<file path="config.mk">
export PLATFORM = sky130hd
export DESIGN_NAME = smd_dma_master
export DESIGN_NICKNAME = d
export VERILOG_FILES = /design/src/design/smd_pkg.sv /design/src/design/smd_dma_master.sv /design/src/design/smd_sync3.sv
export SDC_FILE = /design/constraint.sdc
export NUM_CORES = 1
export LEC_CHECK = 0
export BUFFER_PORTS_ARGS = -buffer_cell sky130_fd_sc_hd__clkbuf_2
export CAP_MARGIN = 20
export CORE_MARGIN = 10
export CORE_UTILIZATION = 35
export CTS_CLUSTER_SIZE = 20
export DETAILED_ROUTE_END_ITERATION = 12
export GPL_TIMING_DRIVEN = 0
export PLACE_DENSITY_LB_ADDON = 0.3
export SKIP_CTS_REPAIR_TIMING = 1
export SYNTH_ARGS = -nofsm -noshare
export SYNTH_HDL_FRONTEND = slang
export SYNTH_SLANG_ARGS = --single-unit
</file>
<file path="constraint.sdc">
create_clock -name clk -period 3 [get_ports clk]
set_input_delay 0.6 -clock clk [delete_from_list [all_inputs] [get_ports clk]]
set_output_delay 0.6 -clock clk [all_outputs]
set_load 0.02 [all_outputs]
</file>
<file path="src/design/smd_pkg.sv">
// package: constants and carrier types for the shared memory dma master
// Function
// request memory bus and wait for grant before touching it
// on grant, assert bus-owned output to claim the memory bus
// hold bus-owned across all accesses; drop only after the last one
// drive the sixteen-bit address once the bus is owned
// drive data only on writes; leave data as input on reads
// assert select, read-enable, write strobes after address is active
// zero-wait access completes in two clock cycles; here the three-stage acknowledge synchroniser makes it take longer
// sample active-low transfer acknowledge each rising edge during a cycle
// acknowledge negated extends the cycle one clock, sampling again
// acknowledge seen asserted ends the cycle one clock later
// slow memory keeps acknowledge high until it can finish
// buffer used only while control bit 6 is set
// buffered receive data written in one burst under one ownership
// buffered transmit data fetched in one burst, bus kept till done
// unbuffered mode arbitrates separately for each data word
// internal buffer has no host or subsystem port
// buffered burst moves more than one and at most 32 words
// controller writes data plus 2, 6 or 8 record words
// monitor writes data plus 7 or 9 record words
// terminal reads data plus 4 descriptor words
// internal-memory variant keeps buffer bit cleared
// address, data, strobes released while bus not owned
package smd_pkg;
   localparam int ADDR_W = 16;
   localparam int DATA_W = 16;
   localparam int BUF_WORDS = 32;
   localparam int CNT_W = 6;
   localparam int BUF_EN_BIT = 6;
   localparam logic [CNT_W-1:0] REC_CTRL_IRQ = 6'h02;
   localparam logic [CNT_W-1:0] REC_CTRL_BLK = 6'h06;
   localparam logic [CNT_W-1:0] REC_CTRL_ALL = 6'h08;
   localparam logic [CNT_W-1:0] REC_MON_BASE = 6'h07;
   localparam logic [CNT_W-1:0] REC_MON_IRQ = 6'h09;
   localparam logic [CNT_W-1:0] REC_TERM_DESC = 6'h04;
   localparam logic [CNT_W-1:0] MAX_BURST = 6'h20;
   localparam logic [DATA_W-1:0] CTRL_RESET = 16'h0000;

   typedef enum logic [1:0] {REC_NONE, REC_IRQ, REC_BLK, REC_ALL} smd_rec_type;

   // one transfer job from the protocol core
   typedef struct packed {
      logic write;
      logic [ADDR_W-1:0] addr;
      logic [CNT_W-1:0] count;
   } smd_job_type;

   // memory pins, outputs
   typedef struct packed {
      logic [ADDR_W-1:0] addr;
      logic addr_oe;
      logic [DATA_W-1:0] data_out;
      logic data_oe;
      logic chip_select_n;
      logic read_enable_n;
      logic write_strobe_n;
      logic strobe_oe;
   } smd_mem_out_type;
endpackage

</file>
<file path="src/design/smd_dma_master.sv">
// shared memory dma master: arbitration, memory cycles and message buffer
`timescale 1ns/1ps
`default_nettype none
module smd_dma_master #(
   parameter int BUF_DEPTH = smd_pkg::BUF_WORDS
) (
   input wire logic clk,
   input wire logic rst_n,
   input wire logic [smd_pkg::DATA_W-1:0] control_word,
   input wire logic job_valid,
   input wire smd_pkg::smd_job_type job,
   output logic job_ready,
   input wire logic [smd_pkg::DATA_W-1:0] core_wdata,
   input wire logic core_wvalid,
   output logic core_wready,
   output logic [smd_pkg::DATA_W-1:0] core_rdata,
   output logic core_rvalid,
   output logic job_done,
   output logic memory_bus_request,
   input wire logic memory_bus_grant,
   output logic memory_bus_owned,
   input wire logic transfer_acknowledge_n,
   input wire logic [smd_pkg::DATA_W-1:0] mem_data_in,
   output smd_pkg::smd_mem_out_type mem_out
);
   import smd_pkg::*;

   typedef enum {ST_IDLE, ST_FILL, ST_REQ, ST_OWN, ST_ACC, ST_WAIT, ST_END, ST_GAP, ST_DRAIN,
                 ST_REL} smd_state_type;

   smd_state_type state_q;
   logic grant_s;
   logic ack_n_s;
   logic [DATA_W-1:0] buf_q [BUF_DEPTH];
   logic buffered_q;
   logic write_q;
   logic [ADDR_W-1:0] addr_q;
   logic [CNT_W-1:0] count_q;
   logic [CNT_W-1:0] fill_q;
   logic [CNT_W-1:0] mem_idx_q;
   logic [DATA_W-1:0] rd_latch_q;
   logic last_word;
   logic [CNT_W-1:0] drain_idx_q;
   logic rel_go;
   logic wheld_q;

   smd_sync3 #(.RESET_VAL(1'b0)) u_grant_sync (
      .clk(clk),
      .rst_n(rst_n),
      .din(memory_bus_grant),
      .dout(grant_s)
   );
   smd_sync3 #(.RESET_VAL(1'b1)) u_ack_sync (
      .clk(clk),
      .rst_n(rst_n),
      .din(transfer_acknowledge_n),
      .dout(ack_n_s)
   );

   // in per-word mode every word is its own ownership
   assign last_word = !buffered_q || (mem_idx_q == count_q - 6'h01);
   // synchronised grant and acknowledge lag their pins; stale highs or lows must clear first
   assign rel_go = !grant_s && ack_n_s;

   // state sequencing
   always_ff @(posedge clk or negedge rst_n) begin
      if (!rst_n) begin
         state_q <= ST_IDLE;
      end else begin
         case (state_q)
            ST_IDLE: begin
               if (job_valid && job_ready) begin
                  // buffered writes collect all words first so the burst never starves
                  if (control_word[BUF_EN_BIT] && job.count > 6'h01 && job.write) begin
                     state_q <= ST_FILL;
                  end else begin
                     state_q <= ST_REQ;
                  end
               end
            end
            ST_FILL: begin
               if (core_wvalid && fill_q == count_q - 6'h01) begin
                  state_q <= ST_REQ;
               end
            end
            ST_REQ: begin
               if (grant_s && (buffered_q || !write_q || wheld_q)) begin
                  state_q <= ST_OWN;
               end
            end
            ST_OWN: state_q <= ST_ACC; // address before strobes
            ST_ACC: state_q <= ST_WAIT;
            ST_WAIT: begin
               if (!ack_n_s) begin
                  state_q <= ST_END;
               end
            end
            ST_END: begin
               if (last_word) begin
                  state_q <= ST_REL;
               end else begin
                  state_q <= ST_GAP; // stay owned
               end
            end
            // an old acknowledge low must clear before the next access may start
            ST_GAP: begin
               if (ack_n_s) begin
                  state_q <= ST_ACC;
               end
            end
            ST_REL: begin
               if (!rel_go) begin
                  state_q <= ST_REL; // fresh grant needed for the next word
               end else if (buffered_q && !write_q) begin
                  state_q <= ST_DRAIN;
               end else if (!buffered_q && mem_idx_q != count_q) begin
                  state_q <= ST_REQ; // rearbitrate per word
               end else begin
                  state_q <= ST_IDLE;
               end
            end
            ST_DRAIN: begin
               if (drain_idx_q == count_q - 6'h01) begin
                  state_q <= ST_IDLE;
               end
            end
            default: state_q <= ST_IDLE;
         endcase
      end
   end

   // job capture; count clipped to the burst limit
   always_ff @(posedge clk or negedge rst_n) begin
      if (!rst_n) begin
         buffered_q <= 1'b0;
         write_q <= 1'b0;
         count_q <= '0;
      end else if (state_q == ST_IDLE && job_valid) begin
         buffered_q <= control_word[BUF_EN_BIT] && job.count > 6'h01;
         write_q <= job.write;
         if (job.count > MAX_BURST) begin
            count_q <= MAX_BURST;
         end else if (job.count == 6'h00) begin
            count_q <= 6'h01;
         end else begin
            count_q <= job.count;
         end
      end
   end

   // address and word index
   always_ff @(posedge clk or negedge rst_n) begin
      if (!rst_n) begin
         addr_q <= '0;
         mem_idx_q <= '0;
      end else if (state_q == ST_IDLE && job_valid) begin
         addr_q <= job.addr;
         mem_idx_q <= '0;
      end else if (state_q == ST_END) begin
         addr_q <= addr_q + 16'h0001;
         mem_idx_q <= mem_idx_q + 6'h01;
      end
   end

   // internal buffer: no external port reaches it, only this sequencer
   always_ff @(posedge clk) begin
      if (state_q == ST_FILL && core_wvalid) begin
         buf_q[fill_q[4:0]] <= core_wdata;
      end else if (state_q == ST_REQ && !buffered_q && write_q && core_wvalid && core_wready) begin
         buf_q[0] <= core_wdata;
      end else if (state_q == ST_WAIT && !ack_n_s && !write_q && buffered_q) begin
         buf_q[mem_idx_q[4:0]] <= mem_data_in;
      end
   end

   always_ff @(posedge clk or negedge rst_n) begin
      if (!rst_n) begin
         fill_q <= '0;
      end else if (state_q == ST_IDLE) begin
         fill_q <= '0;
      end else if (state_q == ST_FILL && core_wvalid) begin
         fill_q <= fill_q + 6'h01;
      end
   end

   // per-word write: the word is held once handed over, so later words cannot overwrite it
   always_ff @(posedge clk or negedge rst_n) begin
      if (!rst_n) begin
         wheld_q <= 1'b0;
      end else if (state_q != ST_REQ) begin
         wheld_q <= 1'b0;
      end else if (core_wvalid && core_wready) begin
         wheld_q <= 1'b1;
      end
   end

   always_ff @(posedge clk or negedge rst_n) begin
      if (!rst_n) begin
         rd_latch_q <= '0;
      end else if (state_q == ST_WAIT && !ack_n_s) begin
         rd_latch_q <= mem_data_in;
      end
   end

   // handshakes to the protocol core
   always_ff @(posedge clk or negedge rst_n) begin
      if (!rst_n) begin
         job_ready <= 1'b0;
         core_wready <= 1'b0;
      end else begin
         job_ready <= (state_q == ST_IDLE) && !(job_valid && job_ready);
         core_wready <= (state_q == ST_IDLE && job_valid && job_ready && job.write)
            || (state_q == ST_FILL && !(core_wvalid && fill_q == count_q - 6'h01))
            || (state_q == ST_REQ && !buffered_q && write_q && !wheld_q
               && !(core_wvalid && core_wready))
            || (state_q == ST_REL && rel_go && !buffered_q && write_q
               && mem_idx_q != count_q);
      end
   end

   always_ff @(posedge clk or negedge rst_n) begin
      if (!rst_n) begin
         drain_idx_q <= '0;
      end else if (state_q == ST_DRAIN) begin
         drain_idx_q <= drain_idx_q + 6'h01;
      end else begin
         drain_idx_q <= '0;
      end
   end

   always_ff @(posedge clk or negedge rst_n) begin
      if (!rst_n) begin
         core_rdata <= '0;
         core_rvalid <= 1'b0;
         job_done <= 1'b0;
      end else begin
         core_rvalid <= 1'b0;
         job_done <= 1'b0;
         if (state_q == ST_DRAIN) begin
            core_rdata <= buf_q[drain_idx_q[4:0]];
            core_rvalid <= 1'b1;
            job_done <= drain_idx_q == count_q - 6'h01;
         end else if (state_q == ST_END && !write_q && !buffered_q) begin
            core_rdata <= rd_latch_q;
            core_rvalid <= 1'b1;
         end
         if (state_q == ST_REL && rel_go && !(buffered_q && !write_q)
             && (buffered_q || mem_idx_q == count_q)) begin
            job_done <= 1'b1;
         end
      end
   end

   // arbitration pins
   always_ff @(posedge clk or negedge rst_n) begin
      if (!rst_n) begin
         memory_bus_request <= 1'b0;
         memory_bus_owned <= 1'b0;
      end else begin
         memory_bus_request <= state_q == ST_REQ && !grant_s;
         memory_bus_owned <= state_q inside {ST_OWN, ST_ACC, ST_WAIT, ST_GAP}
            || (state_q == ST_END && !last_word)
            || (state_q == ST_REQ && grant_s && (buffered_q || !write_q || wheld_q));
      end
   end

   // memory pins: released whenever the bus is not ours
   always_ff @(posedge clk or negedge rst_n) begin
      if (!rst_n) begin
         mem_out <= '{addr: '0, addr_oe: 1'b0, data_out: '0, data_oe: 1'b0,
                      chip_select_n: 1'b1, read_enable_n: 1'b1, write_strobe_n: 1'b1,
                      strobe_oe: 1'b0};
      end else begin
         mem_out.addr <= addr_q;
         mem_out.addr_oe <= state_q inside {ST_OWN, ST_ACC, ST_WAIT, ST_GAP}
            || (state_q == ST_END && !last_word);
         mem_out.strobe_oe <= state_q inside {ST_OWN, ST_ACC, ST_WAIT, ST_GAP}
            || (state_q == ST_END && !last_word);
         mem_out.data_out <= buffered_q ? buf_q[mem_idx_q[4:0]] : buf_q[0];
         mem_out.data_oe <= write_q && (state_q inside {ST_OWN, ST_ACC, ST_WAIT, ST_GAP}
            || (state_q == ST_END && !last_word));
         // zero-wait: strobes span access plus every wait cycle until the synchronised acknowledge is low, longer than the two cycles of
         mem_out.chip_select_n <= !(state_q == ST_ACC
            || (state_q == ST_WAIT && ack_n_s));
         mem_out.read_enable_n <= !(!write_q && (state_q == ST_ACC
            || (state_q == ST_WAIT && ack_n_s)));
         mem_out.write_strobe_n <= !(write_q && (state_q == ST_ACC
            || (state_q == ST_WAIT && ack_n_s)));
      end
   end
endmodule
`default_nettype wire

</file>
<file path="src/design/smd_sync3.sv">
// three-stage input synchroniser with agreement of the last two stages
`timescale 1ns/1ps
`default_nettype none
module smd_sync3 #(
   parameter logic RESET_VAL = 1'b1
) (
   input wire logic clk,
   input wire logic rst_n,
   input wire logic din,
   output logic dout
);
   logic s1_q;
   logic s2_q;
   logic s3_q;
   always_ff @(posedge clk or negedge rst_n) begin
      if (!rst_n) begin
         s1_q <= RESET_VAL;
         s2_q <= RESET_VAL;
         s3_q <= RESET_VAL;
      end else begin
         s1_q <= din;
         s2_q <= s1_q;
         s3_q <= s2_q;
      end
   end
   // a change counts only once two stages agree, so one glitchy sample is ignored
   always_ff @(posedge clk or negedge rst_n) begin
      if (!rst_n) begin
         dout <= RESET_VAL;
      end else if (s2_q == s3_q) begin
         dout <= s3_q;
      end
   end
endmodule
`default_nettype wire

</file>
* After elaboration in Yosys (flattened, before gate mapping)
Memory sizes are Yosys's and may differ from the RTL's.
Index checks and enable logic that the tools add are counted.
** Operators by class
- $lt $le $gt $ge :: 2
- Multiplexer cells :: 45
- Equal/unequal tests :: 30
- $add $sub $neg :: 5
- Reduce and logical (&&, ||, !) cells :: 74
** Operators with widths (number)
- one-hot mux 32 bit (10 select lines) :: 1
- 2-to-1 mux 32 bit :: 6
- == test 32 x 3 -> 1 bit (second input constant) :: 5
- == test 32 x 4 -> 1 bit (second input constant) :: 5
- 2-to-1 mux 16 bit :: 7
- == test 32 x 2 -> 1 bit (second input constant) :: 3
- == test 32 x 5 -> 1 bit (second input constant) :: 2
- zero test 32 bit :: 2
- 2-to-1 mux 6 bit :: 7
- logical AND 1 bit :: 40
- == test 32 x 1 -> 1 bit (second input constant) :: 1
- inequality test 32 x 3 -> 1 bit (second input constant) :: 1
- OR reduction 16 bit :: 2
- == test 6 bit :: 4
- adder 6 x 1 -> 6 bit (second input constant) :: 3
- 2-to-1 mux 1 bit :: 17
- adder 16 x 1 -> 16 bit (second input constant) :: 1
- zero test 1 bit :: 13
- 2-to-1 mux 4 bit :: 3
- logical OR 1 bit :: 10
- 2-to-1 mux 5 bit :: 2
- inequality test 2 bit (second input constant) :: 5
- nonzero test 2 bit :: 4
- greater-than comparator 6 x 1 -> 1 bit (second input constant) :: 1
- other kinds (9) :: 11
** Storage, ports and cells
- Output and inout port bits :: 60
- Memories :: 1
- Bits in writable memories :: 512
- Flip-flop bits (word level) :: 158
** Memories
- buf_q :: words 32, bits a word 16, read ports 3, clocked after Yosys merged registers in 0, write ports 1, RTL line smd_dma_master.sv:34 : logic [DATA_W-1:0] buf_q [BUF_DEPTH];

* Depth between registers and ports, before layout
Gate-level depths: netlist of the first run.
- Depth after elaboration :: 11
- Mapped depth :: 10

* By module
Synthesis of the first run repeated with hierarchy kept, for this count alone.
** Unflattened totals
- Cells, all modules :: 1768
- Area total of the unflattened synthesis :: 29876.2 µm²
** Modules (own cells, without submodules)
- smd_dma_master :: sequential area each 18431.4 µm², instances 1, area an instance 29648.4 µm², cells an instance 1758
- smd_sync3 at u_ack_sync :: sequential area each 105.1 µm², instances 1, area an instance 116.4 µm², cells an instance 5
- smd_sync3 at u_grant_sync :: sequential area each 100.1 µm², instances 1, area an instance 111.4 µm², cells an instance 5

* Least setup slack after synthesis of the first run
No wires, ideal clock.
- Kind :: reg2reg
- Start :: register state_q[0]
- End :: memory buf_q[27][0] (enable)
- Stages on the path, launching flop included :: 7
- Arrival time :: 2.637 ns
- Data required time :: 2.612 ns
- Slack :: -0.025 ns
- Cell sequence :: dfrtp_1 -> or4b_1 -> clkbuf_2 -> o31a_1 -> mux2_2 -> or3_4 -> nor2_1
** On the way
- Longest elaborated chain between the ends :: 11
** RTL lines
- from (decl) :: RTL line smd_dma_master.sv:31 : smd_state_type state_q;
- from (signal assigned) :: RTL line smd_dma_master.sv:68 : state_q <= ST_IDLE;
- from (signal assigned) :: RTL line smd_dma_master.sv:75 : state_q <= ST_FILL;
- from (signal assigned) :: RTL line smd_dma_master.sv:77 : state_q <= ST_REQ;
- == test 32 x 3 -> 1 bit :: RTL line smd_dma_master.sv:169 : end else if (state_q == ST_REQ && !buffered_q && write_q && core_wvalid && core_wready) begin
- logical AND 1 bit (4 in series) :: RTL line smd_dma_master.sv:169
- 2-to-1 mux 1 bit :: RTL line smd_dma_master.sv:169
- 2-to-1 mux 1 bit :: RTL line smd_dma_master.sv:167 : if (state_q == ST_FILL && core_wvalid) begin
- 2-to-1 mux 1 bit (implied by the code) :: RTL line smd_dma_master.sv:170 : buf_q[0] <= core_wdata;
- OR reduction 16 bit (no source line)
- 2-to-1 mux 5 bit (no source line) or 2-to-1 mux 1 bit (tied branches) (2 in series)
- to (decl) :: RTL line smd_dma_master.sv:34
Parallel ways exist; a longest one is shown, timed or not.

* Worst setup path in the final report of the first run
- Start :: register mem_idx_q[1]
- End :: register mem_out[9] (netlist bit)
** On the way
- Longest elaborated chain between the ends :: 2
** RTL lines
- from (decl) :: RTL line smd_dma_master.sv:40 : logic [CNT_W-1:0] mem_idx_q;
- from (signal assigned) :: RTL line smd_dma_master.sv:161 : mem_idx_q <= mem_idx_q + 6'h01;
- memory read (32 x 16 bit)
- 2-to-1 mux 16 bit :: RTL line smd_dma_master.sv:279 : mem_out.data_out <= buffered_q ? buf_q[mem_idx_q[4:0]] : buf_q[0];
- to (signal assigned) :: RTL line smd_dma_master.sv:270 : mem_out <= '{addr: '0, addr_oe: 1'b0, data_out: '0, data_oe: 1'b0,
- to (decl) :: RTL line smd_dma_master.sv:24 : output smd_pkg::smd_mem_out_type mem_out
Every way passes these cells.
A chain may end at the register's enable or synchronous reset.

==> flow_summary.yaml, run 1 <==
grt:
  overflow: 0
  antenna_found_initial: 2
  grt_pass1_vias: 18500
  grt_max_degree: 79
  grtUsageTotal_pct: 19.2
  grt_pass1_wl_um: 135000
yosys:
  async_reset_ff_share_pct: 20.2
  synth_seq_area_share_pct: 62.8
  yosysUniqueCellTypes: 70
  syn_inst: 1659
  synth_top_cell_area_share_pct: 51.8
  synth_largest_area_cell: "edfxtp_1"
  syn_nets: 1741
  ys_ff_latch: 642
  syn-cell-area_um2: 29700
  synthTopCellsByCount: "edfxtp_1 (512), mux4_2 (272), dfrtp_1 (123)"
  synth_ff_type: "edfxtp_1"
  ys_warn_count: 0
  synthTopCellsByArea: "edfxtp_1 (52%), mux4_2 (21%), dfrtp_1 (10%)"
  synth_edf_count: 512
  post_synth.cell_area_avg_um2: 17.9
  synth_most_common_cell: "edfxtp_1"
setup_path:
  crit_top_cell: "mux4_2"
  cp_slowest_cell: "clkbuf_1"
  critPathLaunchType: "register"
  crit_fanout: 9
  cp.arrival_ps: 3290
  cpPeakStageDelay_ps: 580
  crit_type: "register to register"
  cp-end-kind: "register"
  critPathRequiredTime_ps: 3340
  path_cells: "buf_2 -> clkbuf_1 -> buf_6 -> mux4_2 -> mux4_2 -> mux2i_1 -> a21oi_1"
clock_tree:
  insertion_delay_ps: 620
  htree_levels: 3
  clk_pin_slew_ps: 60
  clkSinkCount: 642
  tritoncts: "yes"
  cts_buffer_depth: 3
  clk_root_buffer_cell: "clkbuf_16"
  numCtsBuffers: 70
floorplan:
  rows: 106
  start_util_pct: 35.4
  core_um2: 83800
  fp.dieH_um: 311
  io_pins: 137
  dieArea_um2: 96800
  die_x_um: 311
final_layout:
  drive_above_1_share_pct: 38.4
  fin_area_um2: 35700
  syn_to_final_growth_pct: 20.4
  diodes: 0
  fin_util_pct: 42.6
  final_net_count: 2002
timing:
  setup_violations: 0
  setup_slack_ps: 47.8
  max_freq_ghz: 0.339
  post-route-period-util_pct: 98.4
  fin_crit_ps: 2950
  hold_viol: 0
  fin_worst_skew_ps: 17.9
  worst_slew_pin_slew_ps: 1220
  relSlewSlack_pct: 18.7
  timing.hold.ws_ps: 69.9
  maxSlewViolCount: 0
flow_run:
  cap_violations: 0
place:
  preCtsSetupSlack_ps: -682
  hpwl_um: 68500
  postPlaceCellArea_um2: 32500
  port_buffers: 121
  place_congestion: 0.872
drt:
  route.detailed.drc: 0
  wl_um: 95700
  wl_met1_um: 36300
  drtIter0Drc: 1891
  viasPerCell: 5.83
  wl_met2_um: 46700
  vias: 18100
  met3_length_um: 8000
  postRouteAntennaNets: 0
  highest_layer: "met5"
  dr.pass1.iters: 5
  drt-wirelength-per-cell_um: 30.8
power_and_ir_drop:
  p_per_area_nw_per_um2: 822
  peakVddDrop_uv: 443
  leakage_uw: 0.0117
  power_uw: 29400
run_status:
  status: "complete, no violations"
min_path:
  min_path_type: "input port to register"
-- cells in the final DEF, fill, tap and decap left out, types with 16 or more instances in the layout --
cell type	Yosys	layout
a211oi_1	39	18
a211oi_2	0	17
a21oi_1	47	47
buf_12	0	17
buf_2	44	29
buf_4	10	24
buf_8	0	20
clkbuf_1	58	53
clkbuf_16	0	74
clkbuf_2	1	147
dfrtp_1	123	123
edfxtp_1	512	512
mux2_2	33	33
mux2i_1	100	100
mux4_2	272	272
nand2_1	64	62
nor2_1	90	58
nor2_4	0	30
o21ai_0	16	16
o221ai_1	32	32
xnor2_1	17	17
xor2_1	23	23
-- per-layer routing --
metal  vias up  global-route usage, %
met1      9677                   23.7
met4         2                   9.62
li1       7390                      -
met2       893                   31.6
met3       175                   4.21
met5         -                      0
-- worst paths after layout --
| kind | from | endpoint | cells after the start | slack (ps) |
|---|---|---|---|---|
| setup / recovery | mem_idx_q[1]$_DFFE_PN0P_ | mem_out[9]$_DFF_PN0_ | 7 | 50 |
| hold / removal | transfer_acknowledge_n | u_ack_sync.s1_q$_DFF_PN1_ | 1 | 70 |
| setup reg to reg | mem_idx_q[1]$_DFFE_PN0P_ | mem_out[9]$_DFF_PN0_ | 7 | 50 |
| hold reg to reg | u_ack_sync.s1_q$_DFF_PN1_ | u_ack_sync.s2_q$_DFF_PN1_ | 0 | 360 |
| max in group asynchronous | rst_n | u_ack_sync.s1_q$_DFF_PN1_ | 3 | 1630 |
| min in group asynchronous | rst_n | mem_out[17]$_DFF_PN0_ | 2 | 540 |
-- cell families (layout without fill, tap and decap cells) --
group | after synthesis | count (layout) | synth area share [%]
flip-flops | 642 | 642 | 62.8
AO/OA/AOI/OAI | 186 | 186 | 4.37
AND/OR/NAND/NOR | 241 | 241 | 3.88
XOR/XNOR | 41 | 41 | 1.24
adder cells (fa/ha/maj) | 7 | 7 | 0.278
multiplexers | 407 | 407 | 25.4
buffers and inverters | 135 | 453 | 2.05
-- stage by stage --
step,TNS (ps),instances
floorplan,-1600,1659
global placement,-763780,2914
detailed placement,-232280,2951
CTS,-247560,3080
global route,-767,3111
finish,0,3111
-- area by class of cell --
cell class,instances,area [µm²]
multi-input combinational,882,10800
tap,1134,1420
fill,7384,48100
clock buffer,103,2040
clock inverter,26,268
timing repair buffer,190,1810
buffer,124,681
sequential,642,18600
inverter,10,41.3
-- sequential cells by signal (all words and copies together), names as in the netlist, 4 cells and up --
name         flops
state_q          4
rd_latch_q      16
drain_idx_q      6
mem_idx_q        6
core_rdata      16
addr_q          16
mem_out         37
fill_q           6
count_q          6
buf_q          512
-- power by group --
part / total (µW) / switching [µW] / internal [µW]
logic: 9580 / 5610 / 3970
clock network: 8760 / 3610 / 5160
registers: 11000 / 519 / 10500
total: 29400 / 9730 / 19600
-- critical path, delay by kind of cell, from the launching register on --
kind	cells	cell delay [ps]
buffers and inverters	3	1100
multiplexers	3	980
flip-flops	1	350
AO/OA/AOI/OAI	1	230
(Power assumes the default switching activity.)
==> run 2, diff against run 1 <==
clock period = 3.3 ns   (was 3 ns; I/O delays follow)
==> run 2 against run 1 <==
The run now ends with setup timing left. Cell area down 1.4%. Worst setup slack worse by 96 ps. Final cell count down 0.55%. Hold slack worse by 40 ps. Count of clock-buffer cells in the layout unchanged. Sequential power down 9%. Wire length down 0.42%. Global-route usage unchanged. Combinational power down 10%. Core utilization down 0.61 points.
==> flow_summary.yaml, run 2 (same netlist as run 1, synthesis figures left out) <==
setup_path:
  rr_worst_depth: 5
  crit_type: "register to register"
  cp-end-kind: "register"
  r2r_end: "core_rdata[0]$_DFFE_PN0P_"
  cp.arrival_ps: 3800
  critPathRequiredTime_ps: 3750
  path_cells: "buf_1 -> clkbuf_1 -> a211oi_1 -> a211oi_1 -> a21oi_1"
  crit_top_cell: "a211oi_1"
  crit_fanout: 10
  critPathLaunchType: "register"
  worstReg2RegStart: "drain_idx_q[2]$_DFF_PN0_"
  cpPeakStageDelay_ps: 920
  cp_slowest_cell: "clkbuf_1"
  reg2reg_slack_ps: -50
grt:
  grt_max_degree: 79
  grtUsageTotal_pct: 19.2
  overflow: 0
  busiest_layer: "met2"
  grt_pass1_vias: 18500
  grt_use_met2_pct: 31.6
  grtUsageMet3_pct: 4.21
  use_met1_pct: 23.7
  grt_pass1_wl_um: 135000
  antenna_found_initial: 2
drt:
  wl_um: 95300
  vias: 18100
  dr.pass1.iters: 7
  drtIter0Drc: 1964
  route.detailed.drc: 0
  drt-wirelength-per-cell_um: 30.8
  postRouteAntennaNets: 0
  viasPerCell: 5.83
timing:
  max_freq_ghz: 0.299
  fin_crit_ps: 3350
  post-route-period-util_pct: 101
  setup_violations: 2
  fin_worst_skew_ps: 16.4
  maxSlewViolCount: 0
  hold_viol: 0
  tns_ps: -79.4
  worst_slew_pin_slew_ps: 1170
  setup_slack_ps: -47.8
  relSlewSlack_pct: 21.7
  timing.hold.ws_ps: 29.9
  rsz0062_at_grt: "yes"
final_layout:
  diodes: 0
  final_cells: 3094
  final_net_count: 1985
  final_common_cell: "edfxtp_1"
  fillerInstances: 7449
  drive_above_1_share_pct: 35.8
  fin_area_um2: 35200
  regMostFlops: "buf_q"
  largest_reg_flops: 512
  reg_top3: "buf_q x512, mem_out x37"
  final_cell_mix: "edfxtp_1 (512), mux4_2 (272), clkbuf_2 (131), dfrtp_1 (123), mux2i_1 (100)"
  syn_to_final_growth_pct: 18.7
clock_tree:
  htree_levels: 3
  cts_buffer_depth: 3
  clkSinkCount: 642
  tritoncts: "yes"
  clk_pin_slew_ps: 60
  insertion_delay_ps: 620
  numCtsBuffers: 70
  clk_root_buffer_cell: "clkbuf_16"
run_status:
  failed_checks: "setup timing"
  status: "complete, but fails checks"
place:
  postPlaceCellArea_um2: 32500
  place_congestion: 0.872
  placed_cells: 2951
  port_buffers: 121
  hpwl_um: 68500
floorplan:
  die_x_um: 311
  core_um2: 83800
  dieArea_um2: 96800
  fp.dieH_um: 311
  start_util_pct: 35.4
  io_pins: 137
  rows: 106
power_and_ir_drop:
  power_uw: 26600
  p_per_area_nw_per_um2: 755
  peakVddDrop_uv: 389
  leakage_uw: 0.0115
flow_run:
  cap_violations: 0
min_path:
  min_path_type: "input port to asynchronous set/reset pin"
-- run 2: metal layers --
layer	wire, µm	up-vias
li1	-	7359
met1	36900	9683
met2	46400	845
met3	7220	162
met4	4760	2
met5	13	-
-- run 2: worst max-delay path, delay by kind of cell, from the launching register on --
kind | cells | cell delay [ps]
buf+inv | 2 | 1630
compound gates | 3 | 1130
flops | 1 | 410
-- run 2: how the worst max path moves through the flow --
stage	endpoint	cells past startpoint	slack, ps	from
floorplan	buf_q[27][0]$_DFFE_PP_	6	270	state_q[0]$_DFFE_PN0P_
global placement	buf_q[28][15]$_DFFE_PP_	5	-1140	mem_idx_q[2]$_DFFE_PN0P_
detailed placement	core_rdata[11]$_DFFE_PN0P_	8	-380	drain_idx_q[1]$_DFF_PN0_
CTS	core_rdata[11]$_DFFE_PN0P_	8	-400	drain_idx_q[1]$_DFF_PN0_
global route	buf_q[8][2]$_DFFE_PP_	7	-220	state_q[0]$_DFFE_PN0P_
finish	core_rdata[0]$_DFFE_PN0P_	5	-50	drain_idx_q[2]$_DFF_PN0_
-- run 2: where the power goes --
part	total [µW]	internal [µW]	switching [µW]
sequential	10000	9550	467
clock	7960	4690	3270
combinational	8610	3520	5080
total	26600	17800	8820
-- run 2: through the flow --
step / utilization (%) / setup slack, ps
final: 42.0 / -47.8
after global routing: 42.0 / -217
after CTS: 41.6 / -401
after detailed placement: 38.8 / -382
after global placement: 37.8 / -1140
after floorplan: - / 275
-- run 2: area by class of cell --
| cell class | count | area (µm²) | share of cell area, % |
|---|---|---|---|
| timing repair buffer | 172 | 1550 | 4.40 |
| sequential | 642 | 18600 | 52.9 |
| clock buffer | 103 | 2040 | 5.79 |
| buffer | 125 | 591 | 1.68 |
| tap | 1134 | 1420 | 4.03 |
| inverter | 10 | 37.5 | 0.107 |
| multi-input combinational | 882 | 10700 | 30.3 |
| clock inverter | 26 | 268 | 0.760 |
